`src/design/disc_ctl_pkg.sv`:
```
// Package with the constants and carrier types of the disc interface control block.
// Assumes a 40 MHz system clock and a host I/O bus decoded into instruction pulses.
package disc_ctl_pkg;

	localparam int unsigned CLK_MHZ         = 40;
	localparam int unsigned DATA_W          = 16;
	localparam int unsigned WORD_W          = 17;
	localparam int unsigned SECTOR_W        = 7;
	localparam int unsigned TRACK_W         = 7;
	localparam int unsigned FIFO_DEPTH      = 8;
	localparam int unsigned WORDS_PER_SECT  = 64;
	localparam logic [6:0]  LAST_SECTOR     = 7'h59;
	localparam int unsigned WORD_NS_60HZ    = 6000;
	localparam int unsigned WORD_NS_50HZ    = 7200;
	localparam int unsigned SECTOR_US_60HZ  = 375;
	localparam int unsigned SECTOR_US_50HZ  = 450;
	localparam int unsigned WORD_CYC_60HZ   = (WORD_NS_60HZ * CLK_MHZ) / 1000;
	localparam int unsigned WORD_CYC_50HZ   = (WORD_NS_50HZ * CLK_MHZ) / 1000;
	localparam int unsigned SECTOR_CYC_60HZ = SECTOR_US_60HZ * CLK_MHZ;
	localparam int unsigned SECTOR_CYC_50HZ = SECTOR_US_50HZ * CLK_MHZ;

	localparam int unsigned ST_SECT_FLAG  = 15;
	localparam int unsigned ST_NEXT_LSB   = 8;
	localparam int unsigned ST_READY      = 7;
	localparam int unsigned ST_RD_INH     = 6;
	localparam int unsigned ST_COINC      = 5;
	localparam int unsigned ST_ABORT      = 3;
	localparam int unsigned ST_WR_EN      = 2;
	localparam int unsigned ST_PARITY     = 1;
	localparam int unsigned ST_BUSY       = 0;
	localparam logic [15:0] STATUS_RESET  = 16'h0000;

	typedef struct packed {
		logic                write_op;
		logic [TRACK_W-1:0]  track;
		logic [SECTOR_W-1:0] sector;
	} control_word_type;

	typedef struct packed {
		logic                ready;
		logic                read_inhibit_n;
		logic                low_line;
		logic                sector_pulse;
		logic                word_pulse;
		logic                no_access;
		logic [SECTOR_W-1:0] next_sector;
	} disc_sense_type;

endpackage

```
`src/design/word_fifo.sv`:
```
// FIFO of parameterised width and depth with valid and ready on both sides.
// Assumes one clock and a synchronous active-high reset.
`timescale 1ns/1ps
module word_fifo #(
	parameter int unsigned WIDTH = 17,
	parameter int unsigned DEPTH = 8
) (
	input  wire logic             clk_in,
	input  wire logic             rst_in,
	input  wire logic             flush_in,
	input  wire logic [WIDTH-1:0] wr_data_in,
	input  wire logic             wr_valid_in,
	output logic                  wr_ready_out,
	output logic      [WIDTH-1:0] rd_data_out,
	output logic                  rd_valid_out,
	input  wire logic             rd_ready_in
);
	localparam int unsigned AW = $clog2(DEPTH);
	logic [WIDTH-1:0] mem_r [DEPTH];
	logic [AW-1:0]    wp_r;
	logic [AW-1:0]    rp_r;
	logic [AW:0]      cnt_r;
	wire              push = wr_valid_in && wr_ready_out;
	wire              pop  = rd_valid_out && rd_ready_in;

	assign wr_ready_out = (cnt_r != (AW+1)'(DEPTH));
	assign rd_valid_out = (cnt_r != '0);
	assign rd_data_out  = mem_r[rp_r];

	always_ff @(posedge clk_in) begin
		if (push)
			mem_r[wp_r] <= wr_data_in;
	end

	always_ff @(posedge clk_in) begin
		if (rst_in || flush_in) begin
			wp_r  <= '0;
			rp_r  <= '0;
			cnt_r <= '0;
		end else begin
			if (push)
				wp_r <= (wp_r == AW'(DEPTH-1)) ? '0 : wp_r + 1'b1;
			if (pop)
				rp_r <= (rp_r == AW'(DEPTH-1)) ? '0 : rp_r + 1'b1;
			cnt_r <= cnt_r + (AW+1)'(push) - (AW+1)'(pop);
		end
	end
endmodule

```
`src/design/disc_interface_status_control.sv`:
```
// Control and status logic of the disc interface, with the disc word path.
// Assumes disc pins arrive asynchronously and instruction pulses come from the host bus clock.
`timescale 1ns/1ps
module disc_interface_status_control (
	input  wire logic                             clk_in,
	input  wire logic                             rst_in,
	input  wire logic                             control_word_output_instruction_in,
	input  wire disc_ctl_pkg::control_word_type   control_word_in,
	input  wire logic                             transfer_start_instruction_in,
	input  wire logic                             clear_control_instruction_in,
	input  wire logic                             status_load_instruction_in,
	output logic [disc_ctl_pkg::DATA_W-1:0]       status_word_out,
	output logic                                  status_valid_out,
	input  wire disc_ctl_pkg::disc_sense_type     disc_sense_in,
	input  wire logic                             protect_switch_in,
	input  wire logic [disc_ctl_pkg::TRACK_W-1:0] protect_limit_in,
	input  wire logic [disc_ctl_pkg::DATA_W-1:0]  host_wr_data_in,
	input  wire logic                             host_wr_valid_in,
	output logic                                  host_wr_ready_out,
	input  wire logic [disc_ctl_pkg::WORD_W-1:0]  disc_rd_word_in,
	output logic [disc_ctl_pkg::WORD_W-1:0]       disc_wr_word_out,
	output logic                                  disc_wr_strobe_out,
	output logic [disc_ctl_pkg::DATA_W-1:0]       host_rd_data_out,
	output logic                                  host_rd_valid_out,
	output logic                                  disc_write_gate_out
);
	import disc_ctl_pkg::*;

	typedef enum logic [1:0] {IDLE, SEEK, XFER, DRAIN} op_state_type;

	disc_sense_type   sense_s1_r;
	disc_sense_type   sense_r;
	logic [WORD_W-1:0] rdw_s1_r;
	logic [WORD_W-1:0] rdw_r;
	logic             prot_s1_r;
	logic             prot_r;
	disc_sense_type   sense_d_r;
	control_word_type cw_r;
	op_state_type     state_r;
	op_state_type     state_nxt;
	logic             coinc_r;
	logic             abort_r;
	logic             parity_r;
	logic [5:0]       word_idx_r;
	logic [DATA_W-1:0] status_nxt;
	logic [DATA_W-1:0] status_r;
	logic             status_valid_r;
	logic [WORD_W-1:0] wr_word_r;
	logic             wr_strobe_r;
	logic [DATA_W-1:0] rd_data_r;
	logic             rd_valid_r;
	logic             gate_r;

	// Both disc and switch are asynchronous to the host clock.
	always_ff @(posedge clk_in) begin
		sense_s1_r <= disc_sense_in;
		sense_r    <= sense_s1_r;
		rdw_s1_r   <= disc_rd_word_in;
		rdw_r      <= rdw_s1_r;
		prot_s1_r  <= protect_switch_in;
		prot_r     <= prot_s1_r;
		sense_d_r  <= sense_r;
	end

	// The disc word and sector marks are slow levels; edges give one-cycle events.
	wire word_evt   = sense_r.word_pulse && !sense_d_r.word_pulse;
	wire sector_evt = sense_r.sector_pulse && !sense_d_r.sector_pulse;
	wire coinc_hit  = sector_evt && (sense_r.next_sector == cw_r.sector)
	                  && (cw_r.sector <= LAST_SECTOR);
	wire last_word  = (word_idx_r == 6'(WORDS_PER_SECT - 1));
	wire busy       = (state_r != IDLE);
	wire track_prot = prot_r && (cw_r.track <= protect_limit_in);
	// Odd parity: a good word has an odd count of ones over all 17 bits.
	wire rd_par_bad = ~^rdw_r;

	wire              fifo_valid;
	wire [WORD_W-1:0] fifo_word;
	wire              do_xfer  = (state_r == XFER) && word_evt;
	wire              wr_take  = do_xfer && cw_r.write_op && fifo_valid && !track_prot;
	wire [WORD_W-1:0] par_word = {~^host_wr_data_in, host_wr_data_in};

	// The FIFO absorbs host bursts; when full the host is stalled through ready.
	word_fifo #(
		.WIDTH (WORD_W),
		.DEPTH (FIFO_DEPTH)
	) u_fifo (
		.clk_in       (clk_in),
		.rst_in       (rst_in),
		.flush_in     (clear_control_instruction_in),
		.wr_data_in   (par_word),
		.wr_valid_in  (host_wr_valid_in),
		.wr_ready_out (host_wr_ready_out),
		.rd_data_out  (fifo_word),
		.rd_valid_out (fifo_valid),
		.rd_ready_in  (wr_take)
	);

	always_comb begin
		state_nxt = state_r;
		case (state_r)
			IDLE: begin
				if (transfer_start_instruction_in)
					state_nxt = SEEK;
			end
			SEEK: begin
				if (coinc_hit)
					state_nxt = XFER;
			end
			XFER: begin
				if (cw_r.write_op && word_evt && !fifo_valid && word_idx_r != '0)
					state_nxt = DRAIN;
				else if (word_evt && last_word && !cw_r.write_op)
					state_nxt = XFER;
			end
			DRAIN: begin
				if (sector_evt)
					state_nxt = IDLE;
			end
			default: state_nxt = IDLE;
		endcase
		// A clear or a new control word ends the transfer; busy holds to sector end.
		if (busy && (clear_control_instruction_in || control_word_output_instruction_in))
			state_nxt = DRAIN;
		if (state_r == DRAIN && transfer_start_instruction_in)
			state_nxt = DRAIN;
	end

	always_ff @(posedge clk_in) begin
		if (rst_in) begin
			state_r    <= IDLE;
			cw_r       <= '0;
			word_idx_r <= '0;
		end else begin
			state_r <= state_nxt;
			if (control_word_output_instruction_in)
				cw_r <= control_word_in;
			if (state_r == SEEK || sector_evt)
				word_idx_r <= '0;
			else if (do_xfer)
				word_idx_r <= word_idx_r + 6'h01;
		end
	end

	// Hardware sets win over the start that clears them in the same cycle.
	always_ff @(posedge clk_in) begin
		if (rst_in) begin
			coinc_r  <= 1'b0;
			abort_r  <= 1'b0;
			parity_r <= 1'b0;
		end else begin
			if (coinc_hit && state_r == SEEK)
				coinc_r <= 1'b1;
			else if (transfer_start_instruction_in)
				coinc_r <= 1'b0;
			if (!sense_r.ready || sense_r.low_line)
				abort_r <= 1'b1;
			else if (transfer_start_instruction_in)
				abort_r <= 1'b0;
			if (do_xfer && !cw_r.write_op && rd_par_bad)
				parity_r <= 1'b1;
			else if (transfer_start_instruction_in)
				parity_r <= 1'b0;
		end
	end

	always_comb begin
		status_nxt                                  = STATUS_RESET;
		status_nxt[ST_SECT_FLAG]                    = sense_r.no_access;
		status_nxt[ST_NEXT_LSB +: SECTOR_W]         = sense_r.next_sector;
		status_nxt[ST_READY]                        = sense_r.ready;
		status_nxt[ST_RD_INH]                       = sense_r.read_inhibit_n;
		status_nxt[ST_COINC]                        = coinc_r;
		status_nxt[ST_ABORT]                        = abort_r;
		status_nxt[ST_WR_EN]                        = !track_prot;
		status_nxt[ST_PARITY]                       = parity_r;
		status_nxt[ST_BUSY]                         = busy;
	end

	always_ff @(posedge clk_in) begin
		if (rst_in) begin
			status_r       <= STATUS_RESET;
			status_valid_r <= 1'b0;
		end else begin
			status_valid_r <= status_load_instruction_in;
			if (status_load_instruction_in)
				status_r <= status_nxt;
		end
	end

	always_ff @(posedge clk_in) begin
		if (rst_in) begin
			wr_word_r   <= '0;
			wr_strobe_r <= 1'b0;
			rd_data_r   <= '0;
			rd_valid_r  <= 1'b0;
			gate_r      <= 1'b0;
		end else begin
			wr_strobe_r <= wr_take;
			if (wr_take)
				wr_word_r <= fifo_word;
			rd_valid_r <= do_xfer && !cw_r.write_op && !clear_control_instruction_in;
			if (do_xfer && !cw_r.write_op)
				rd_data_r <= rdw_r[DATA_W-1:0];
			gate_r <= (state_r == XFER) && cw_r.write_op && !track_prot;
		end
	end

	assign status_word_out     = status_r;
	assign status_valid_out    = status_valid_r;
	assign disc_wr_word_out    = wr_word_r;
	assign disc_wr_strobe_out  = wr_strobe_r;
	assign host_rd_data_out    = rd_data_r;
	assign host_rd_valid_out   = rd_valid_r;
	assign disc_write_gate_out = gate_r;
endmodule

```
`config.mk`:
```
export PLATFORM = sky130hd
export DESIGN_NAME = disc_interface_status_control
export DESIGN_NICKNAME = d
export VERILOG_FILES = /design/src/design/disc_ctl_pkg.sv /design/src/design/word_fifo.sv /design/src/design/disc_interface_status_control.sv
export SDC_FILE = /design/constraint.sdc
export NUM_CORES = 1
export LEC_CHECK = 0
export BUFFER_PORTS_ARGS = -buffer_cell sky130_fd_sc_hd__buf_2
export CORE_UTILIZATION = 41
export DETAILED_ROUTE_END_ITERATION = 12
export GPL_ROUTABILITY_DRIVEN = 0
export PLACE_DENSITY = 0.61
export SYNTH_ARGS = -nofsm -noshare
export SYNTH_HDL_FRONTEND = slang
export SYNTH_SLANG_ARGS = --single-unit
```
`constraint.sdc`:
```
create_clock -name clk_in -period 5 [get_ports clk_in]
set_input_delay 1 -clock clk_in [delete_from_list [all_inputs] [get_ports clk_in]]
set_output_delay 1 -clock clk_in [all_outputs]
set_load 0.005 [all_outputs]
```
==> key figures, run 1 <==
Timing
  – Max Freq: between 300 and 400 MHz
  – Final Hold Vio Count: 0
  – Unrepaired setup endpoints after global routing: no
  – Final Critical Period: between 3000 and 4000 ps
  – Final setup fails: 0
  – Worst rel slew slack: 0.238
  – Worst Tran Pin Value: approximately 1100 ps
  – Final Max Slew Viols: 0
  – Setup TNS: 0 ps
  – Worst hold slack: 323 ps
  – Setup Skew: ~10 ps
  – Fin crit share: 0.651

Die
  – Die height: between 150 and 200 µm
  – Number of placed I/O pins: between 100 and 150
  – Core footprint: approximately 25000 µm²
  – Row cnt: 58
  – Die X: around 160 µm
  – Die area: ~27000 µm²
  – Initial core utilization: 0.420

Synthesis
  – Seq cells post-synth: between 200 and 300
  – Main synth FF type: dfxtp_1
  – Synth Net Count: around 830
  – Post-Syn Area: roughly 11000 µm²
  – Mapped Cells: around 730
  – Yosys warns: 0
  – Synth top area share: 0.384
  – Mean Syn Cell Area: around 15 µm²
  – Number of synthesized flops with an enable pin: roughly 140
  – Distinct cells, synth: 47
  – Post-synthesis sequential area ratio: 0.670
  – Fraction of registers with async set/reset: 0
  – Cell taking the most area after synthesis: edfxtp_1
  – Leading post-synthesis cells by cell area: edfxtp_1 (38%), dfxtp_1 (29%), mux4_2 (7.2%)

Worst setup path
  – CP Launch Type: primary input
  – Crit path capture type: register
  – Critical path class: in -> reg
  – Worst Path Arrival: between 3000 and 4000 ps
  – Worst Path Max Fanout: 3
  – R2r worst-path depth: 13
  – Req. time, crit path: roughly 5400 ps

Route
  – Wirelength per Cell: 16.8 µm
  – DRC: 0
  – Vias per std cell: roughly 4.8
  – Iter 0 DRT Violations: around 360
  – Routed Antenna Nets: 0
  – Via Count: 5871
  – Drt pass-1 iters: 4
  – Routed WL: 20.6 mm

Layout
  – Register area: 7130 µm²
  – Commonest non-fill, non-tap cell in the layout: dfxtp_1
  – Post-layout nets: between 900 and 1000
  – Most frequent cells in the layout: dfxtp_1 (151), edfxtp_1 (136), buf_2 (127), nor2_1 (63), mux2i_1 (49)
  – # diodes: 0
  – FILL cells: about 2200
  – Layout area overhead: 18.7%
  – Final Util: 0.499
  – Share of cells above drive strength 1: 0.275
  – Footprint of the multi-input gates: ~3300 µm²

Clock tree
  – Root Buffer: clkbuf_16
  – CTS resizes: 0
  – Clk buf depth: 3
  – Clk pin slew, worst setup/hold paths: about 60 ps
  – CTS Buf Count: 29
  – # clock sinks: 288
  – CTS tree: yes
  – Post-CTS setup buffer count: 0
  – Clock Latency Late Sink: around 550 ps
  – CTS HTree Levels: 1
  – Hold_buf cts: 0

Power
  – Leakage power: 4.88 nW
  – Max VDD drop: 248 µV
  – PD cells: ~410 nW/µm²
  – Total Power: ~0.0052 W

GRT
  – Grt total ovfl: 0
  – Vias in the first global route: 5918
  – Initial antenna violation count: 0
  – GR Util All Layers: 0.156
  – Largest net degree at the start of global routing: 51
  – First-pass GRT wire length: approximately 32 mm

Place
  – DP HPWL: 13.2 mm
  – Port Buffer Count: around 130

Worst hold path
  – Hold depth: 0
  – Worst Hold Class: reg -> reg

Run status
  – Status: finished clean

Job
  – Max_cap viols: 0
==> registers in the layout (all words and copies together), names as in the netlist, 3 cells and up <==
signal and count:
disc_wr_word_out 17, status_word_out 15, host_rd_data_out 16, u_fifo.mem_r 136, word_idx_r 6, u_fifo.wp_r 3
u_fifo.cnt_r 4, u_fifo.rp_r 3, cw_r 15, rdw_s1_r 17, sense_s1_r 13, rdw_r 17
sense_r 13
==> layout make-up <==
type | count | area share
clock buffers | 45 | 0.0687
flip-flops and latches | 288 | 0.564
inverters | 23 | 0.00683
repair buffers | 141 | 0.0586
well taps | 330 | 0.0327
clock inverters | 8 | 0.00742
multi-input cells | 389 | 0.262
==> stage by stage <==
stage | cells | worst slack [ps] | area [µm²]
after floorplan | 732 | 1260 | 10600
after global placement | 1171 | 1160 | 11700
after detailed placement | 1171 | 1130 | 11700
after CTS | 1224 | 1700 | 12600
after global routing | 1224 | 1600 | 12600
final | 1224 | 1740 | 12600
==> critical path: stages <==
cell and delay (ps):
buf_2 70, inv_1 30, ha_1 290, nor2b_1 130
o21a_1 160, o21a_1 160, o31ai_1 400, a211o_1 230
inv_1 90, ha_1 280, inv_1 40, ha_1 200
fa_1 390, xnor2_1 160, nor2_1 50
==> final timing paths <==
check | startpoint | end | slack [ps]
setup / recovery | protect_limit_in[1] | u_fifo.cnt_r[2]$_SDFF_PP0_ | 1740
hold / removal | rdw_s1_r[4]$_DFF_P_ | rdw_r[4]$_DFF_P_ | 320
setup reg to reg | cw_r[8]$_SDFFE_PP0P_ | u_fifo.cnt_r[2]$_SDFF_PP0_ | 1990
hold reg to reg | rdw_s1_r[4]$_DFF_P_ | rdw_r[4]$_DFF_P_ | 320
==> layer usage <==
metal,vias to the layer above,wire length (µm),global-route usage
li1,2885,-,-
met1,2821,9570,0.213
met2,136,9420,0.251
met3,29,1270,0.0328
met4,0,327,0.0446
met5,-,0,0
==> logic make-up after synthesis <==
family / synth area share
compound gates: 0.0281
xor+xnor: 0.0359
fa+ha+maj: 0.0313
buf+inv: 0.0220
flops: 0.670
mux: 0.138
other cells: 0.000352
simple gates: 0.0744
==> cell usage after synthesis (all sizes together) (2+ instances only) <==
cell and instances:
mux2i 49, nand3 9, nand2 47, nor2 63, buf 16, mux4 34
a21oi 28, a21o 3, xor2 6, and2 3, clkbuf 16, nand2b 6
edfxtp 136, nor3b 2, a211oi 2, nor3 6, nor4 3, dfxtp 152
inv 23, xnor2 35, nand3b 3, nor2b 23, mux2 19, or2 2
o21a 2, ha 25, or3 3
==> power breakdown <==
group / internal (W) / switching (W)
sequential: 0.00257 / 0.0000392
clock: 0.00129 / 0.000860
combinational: 0.000193 / 0.000223
No activity file was read; power rests on OpenSTA's default activity.
==> run 2: changes to the inputs <==
Settings changed: PLACE_DENSITY 0.61 to 0.63.
Clock period 5 ns to 2.8 ns, I/O delays scaled along.
==> run 2 against run 1 <==
- combinational power increased by 82%
- highest routed layer unchanged
- core utilization up 1.4 points
- routed wire length down 0.21%
==> key figures, run 2 (synthesis results as in run 1) <==
Layout
  – Most frequent cells in the layout: dfxtp_1 (150), edfxtp_1 (136), buf_2 (127), nor2_1 (63), mux2i_1 (49)
  – Share of cells above drive strength 1: 0.308 (+0.0327)
  – Max FFs per register: 136 (unchanged)
  – Post-layout nets: 981 (+0.72%)
  – Commonest non-fill, non-tap cell in the layout: dfxtp_1
  – FILL cells: 2160 (-0.78%)
  – Final std cells w/o fill: 1236 (+0.98%)
  – Top reg by flops: u_fifo.mem_r
  – Layout area overhead: 22.0%

Clock tree
  – Root Buffer: clkbuf_16
  – # clock sinks: 288 (unchanged)
  – Hold_buf cts: 0 (unchanged)
  – Clock Latency Late Sink: 540 ps (about the same)
  – CTS Buf Count: 30 (+3.4%)
  – CTS HTree Levels: 1 (unchanged)
  – Clk buf depth: 3 (unchanged)
  – CTS tree: yes
  – Clk pin slew, worst setup/hold paths: 60 ps (about the same)

GRT
  – GR Util All Layers: 0.158 (+0.00148)
  – Largest net degree at the start of global routing: 57 (+12%)
  – First-pass GRT wire length: 32.6 mm (+1.5%)
  – Initial antenna violation count: 3 (+3)
  – Grt total ovfl: 0 (unchanged)
  – Vias in the first global route: 6159 (+4.1%)

Route
  – Vias per std cell: 4.79 (about the same)
  – DRC: 0 (unchanged)
  – Routed Antenna Nets: 0 (unchanged)
  – Iter 0 DRT Violations: 299 (-16%)
  – Via Count: 5924 (+0.90%)
  – Wirelength per Cell: 16.6 µm (-1.2%)
  – Drt pass-1 iters: 5 (+1)
  – Routed WL: 20.5 mm (-0.21%)

Timing
  – Unrepaired setup endpoints after global routing: no
  – Fin crit share: 0.954
  – Setup Skew: 8.63 ps (-1.82 ps)
  – Final Max Slew Viols: 0 (unchanged)
  – Worst rel slew slack: 0.567 (+0.329)
  – Final Critical Period: between 2000 and 3000 ps
  – Max Freq: 374 MHz
  – Worst Tran Pin Value: 649 ps (-489 ps)
  – Final Hold Vio Count: 0 (unchanged)
  – Final setup fails: 0 (unchanged)

Die
  – Row cnt: 58 (unchanged)
  – Die X: 163 µm (unchanged)
  – Initial core utilization: 0.420 (unchanged)
  – Die height: 163 µm (unchanged)
  – Die area: 26600 µm² (unchanged)
  – Core footprint: 25300 µm² (unchanged)
  – Number of placed I/O pins: 130 (unchanged)

Job
  – Max_cap viols: 0 (unchanged)

Worst setup path
  – Critical path class: reg -> reg
  – Worst Path Arrival: 3150 ps (-540 ps)
  – Worst Path Max Fanout: 2 (-1)
  – Crit path capture type: register
  – CP Launch Type: register
  – Req. time, crit path: 3280 ps (-2150 ps)

Place
  – DP HPWL: 13.1 mm (-0.54%)
  – Port Buffer Count: 128 (unchanged)
  – Inst Count DP: 1177 (+0.51%)

Run status
  – Status: finished clean

Power
  – PD cells: 744 nW/µm² (+82%)
  – Max VDD drop: 545 µV (+120%)
  – Leakage power: 4.99 nW (+2.4%)
  – Total Power: 0.00966 W (+87%)

Worst hold path
  – Worst Hold Class: in -> reg
[run 2: cell count changes in the layout (fill, tap and decap cells not counted), sizes merged]
cell / before / now
diode: 0 / 3
buf: 141 / 147
inv: 25 / 24
clkinv: 4 / 7
bufinv: 2 / 3
[run 2: path summary, 6_finish.rpt]
kind                             start                    endpoint  slack (ps)  cells after the start
hold / removal      disc_rd_word_in[9]         rdw_s1_r[9]$_DFF_P_         120                      1
setup / recovery  cw_r[8]$_SDFFE_PP0P_  u_fifo.cnt_r[1]$_SDFF_PP0_         130                     12
hold reg to reg   rdw_s1_r[10]$_DFF_P_           rdw_r[10]$_DFF_P_         320                      0
setup reg to reg  cw_r[8]$_SDFFE_PP0P_  u_fifo.cnt_r[1]$_SDFF_PP0_         130                     12
[run 2: critical path: stages, from the launching register on]
cell	delay (ps)
dfxtp_2	340
ha_4	230
nor2b_1	120
o21a_1	180
o21a_1	210
o31ai_4	220
a211o_4	210
inv_6	40
ha_4	250
inv_2	30
ha_4	150
fa_2	520
and2_1	110
[run 2: layout make-up]
cell class	count	area, µm²	area share
Antenna cell	3	7.51	0.000578
Clock buffer	45	963	0.0742
Clock inverter	11	143	0.0110
Inverter	23	104	0.00800
Multi-Input combinational cell	389	3400	0.262
Sequential cell	288	7130	0.549
Tap cell	330	413	0.0318
Timing Repair Buffer	147	823	0.0634
[run 2: what timing repair did]
item | 4_1_cts | 5_1_grt
setup buffers | 0 | 0
pin swaps | 1 | 1
resized for setup | 1 | 2
endpoints found under the setup margin | 2 | 3
[run 2: metrics by stage]
step | setup WS, ps | hold WS [ps] | setup TNS, ps | cell area, µm² | utilization
after floorplan | -192 | 310 | -457 | 10700 | -
after global placement | -313 | 311 | -842 | 11900 | 0.468
after detailed placement | -354 | 312 | -1230 | 11900 | 0.468
after CTS | 7.05 | 94.4 | 0 | 13000 | 0.512
after global routing | 30.9 | 89.7 | 0 | 13000 | 0.512
final | 129 | 119 | 0 | 13000 | 0.513
[run 2: report_power, final]
group | leakage, nW | switching, W | internal (W)
clock network | 0.552 | 0.00159 | 0.00266
logic | 1.95 | 0.000403 | 0.000357
registers | 2.49 | 0.0000725 | 0.00458
total | 4.99 | 0.00206 | 0.00760
[run 2: routing by layer]
layer	up-vias	share of wire	GRT usage
li1	2905	-	-
met4	0	0.016	0.0429
met1	2850	0.46	0.206
met3	26	0.052	0.0328
met2	143	0.47	0.266
met5	-	0	0
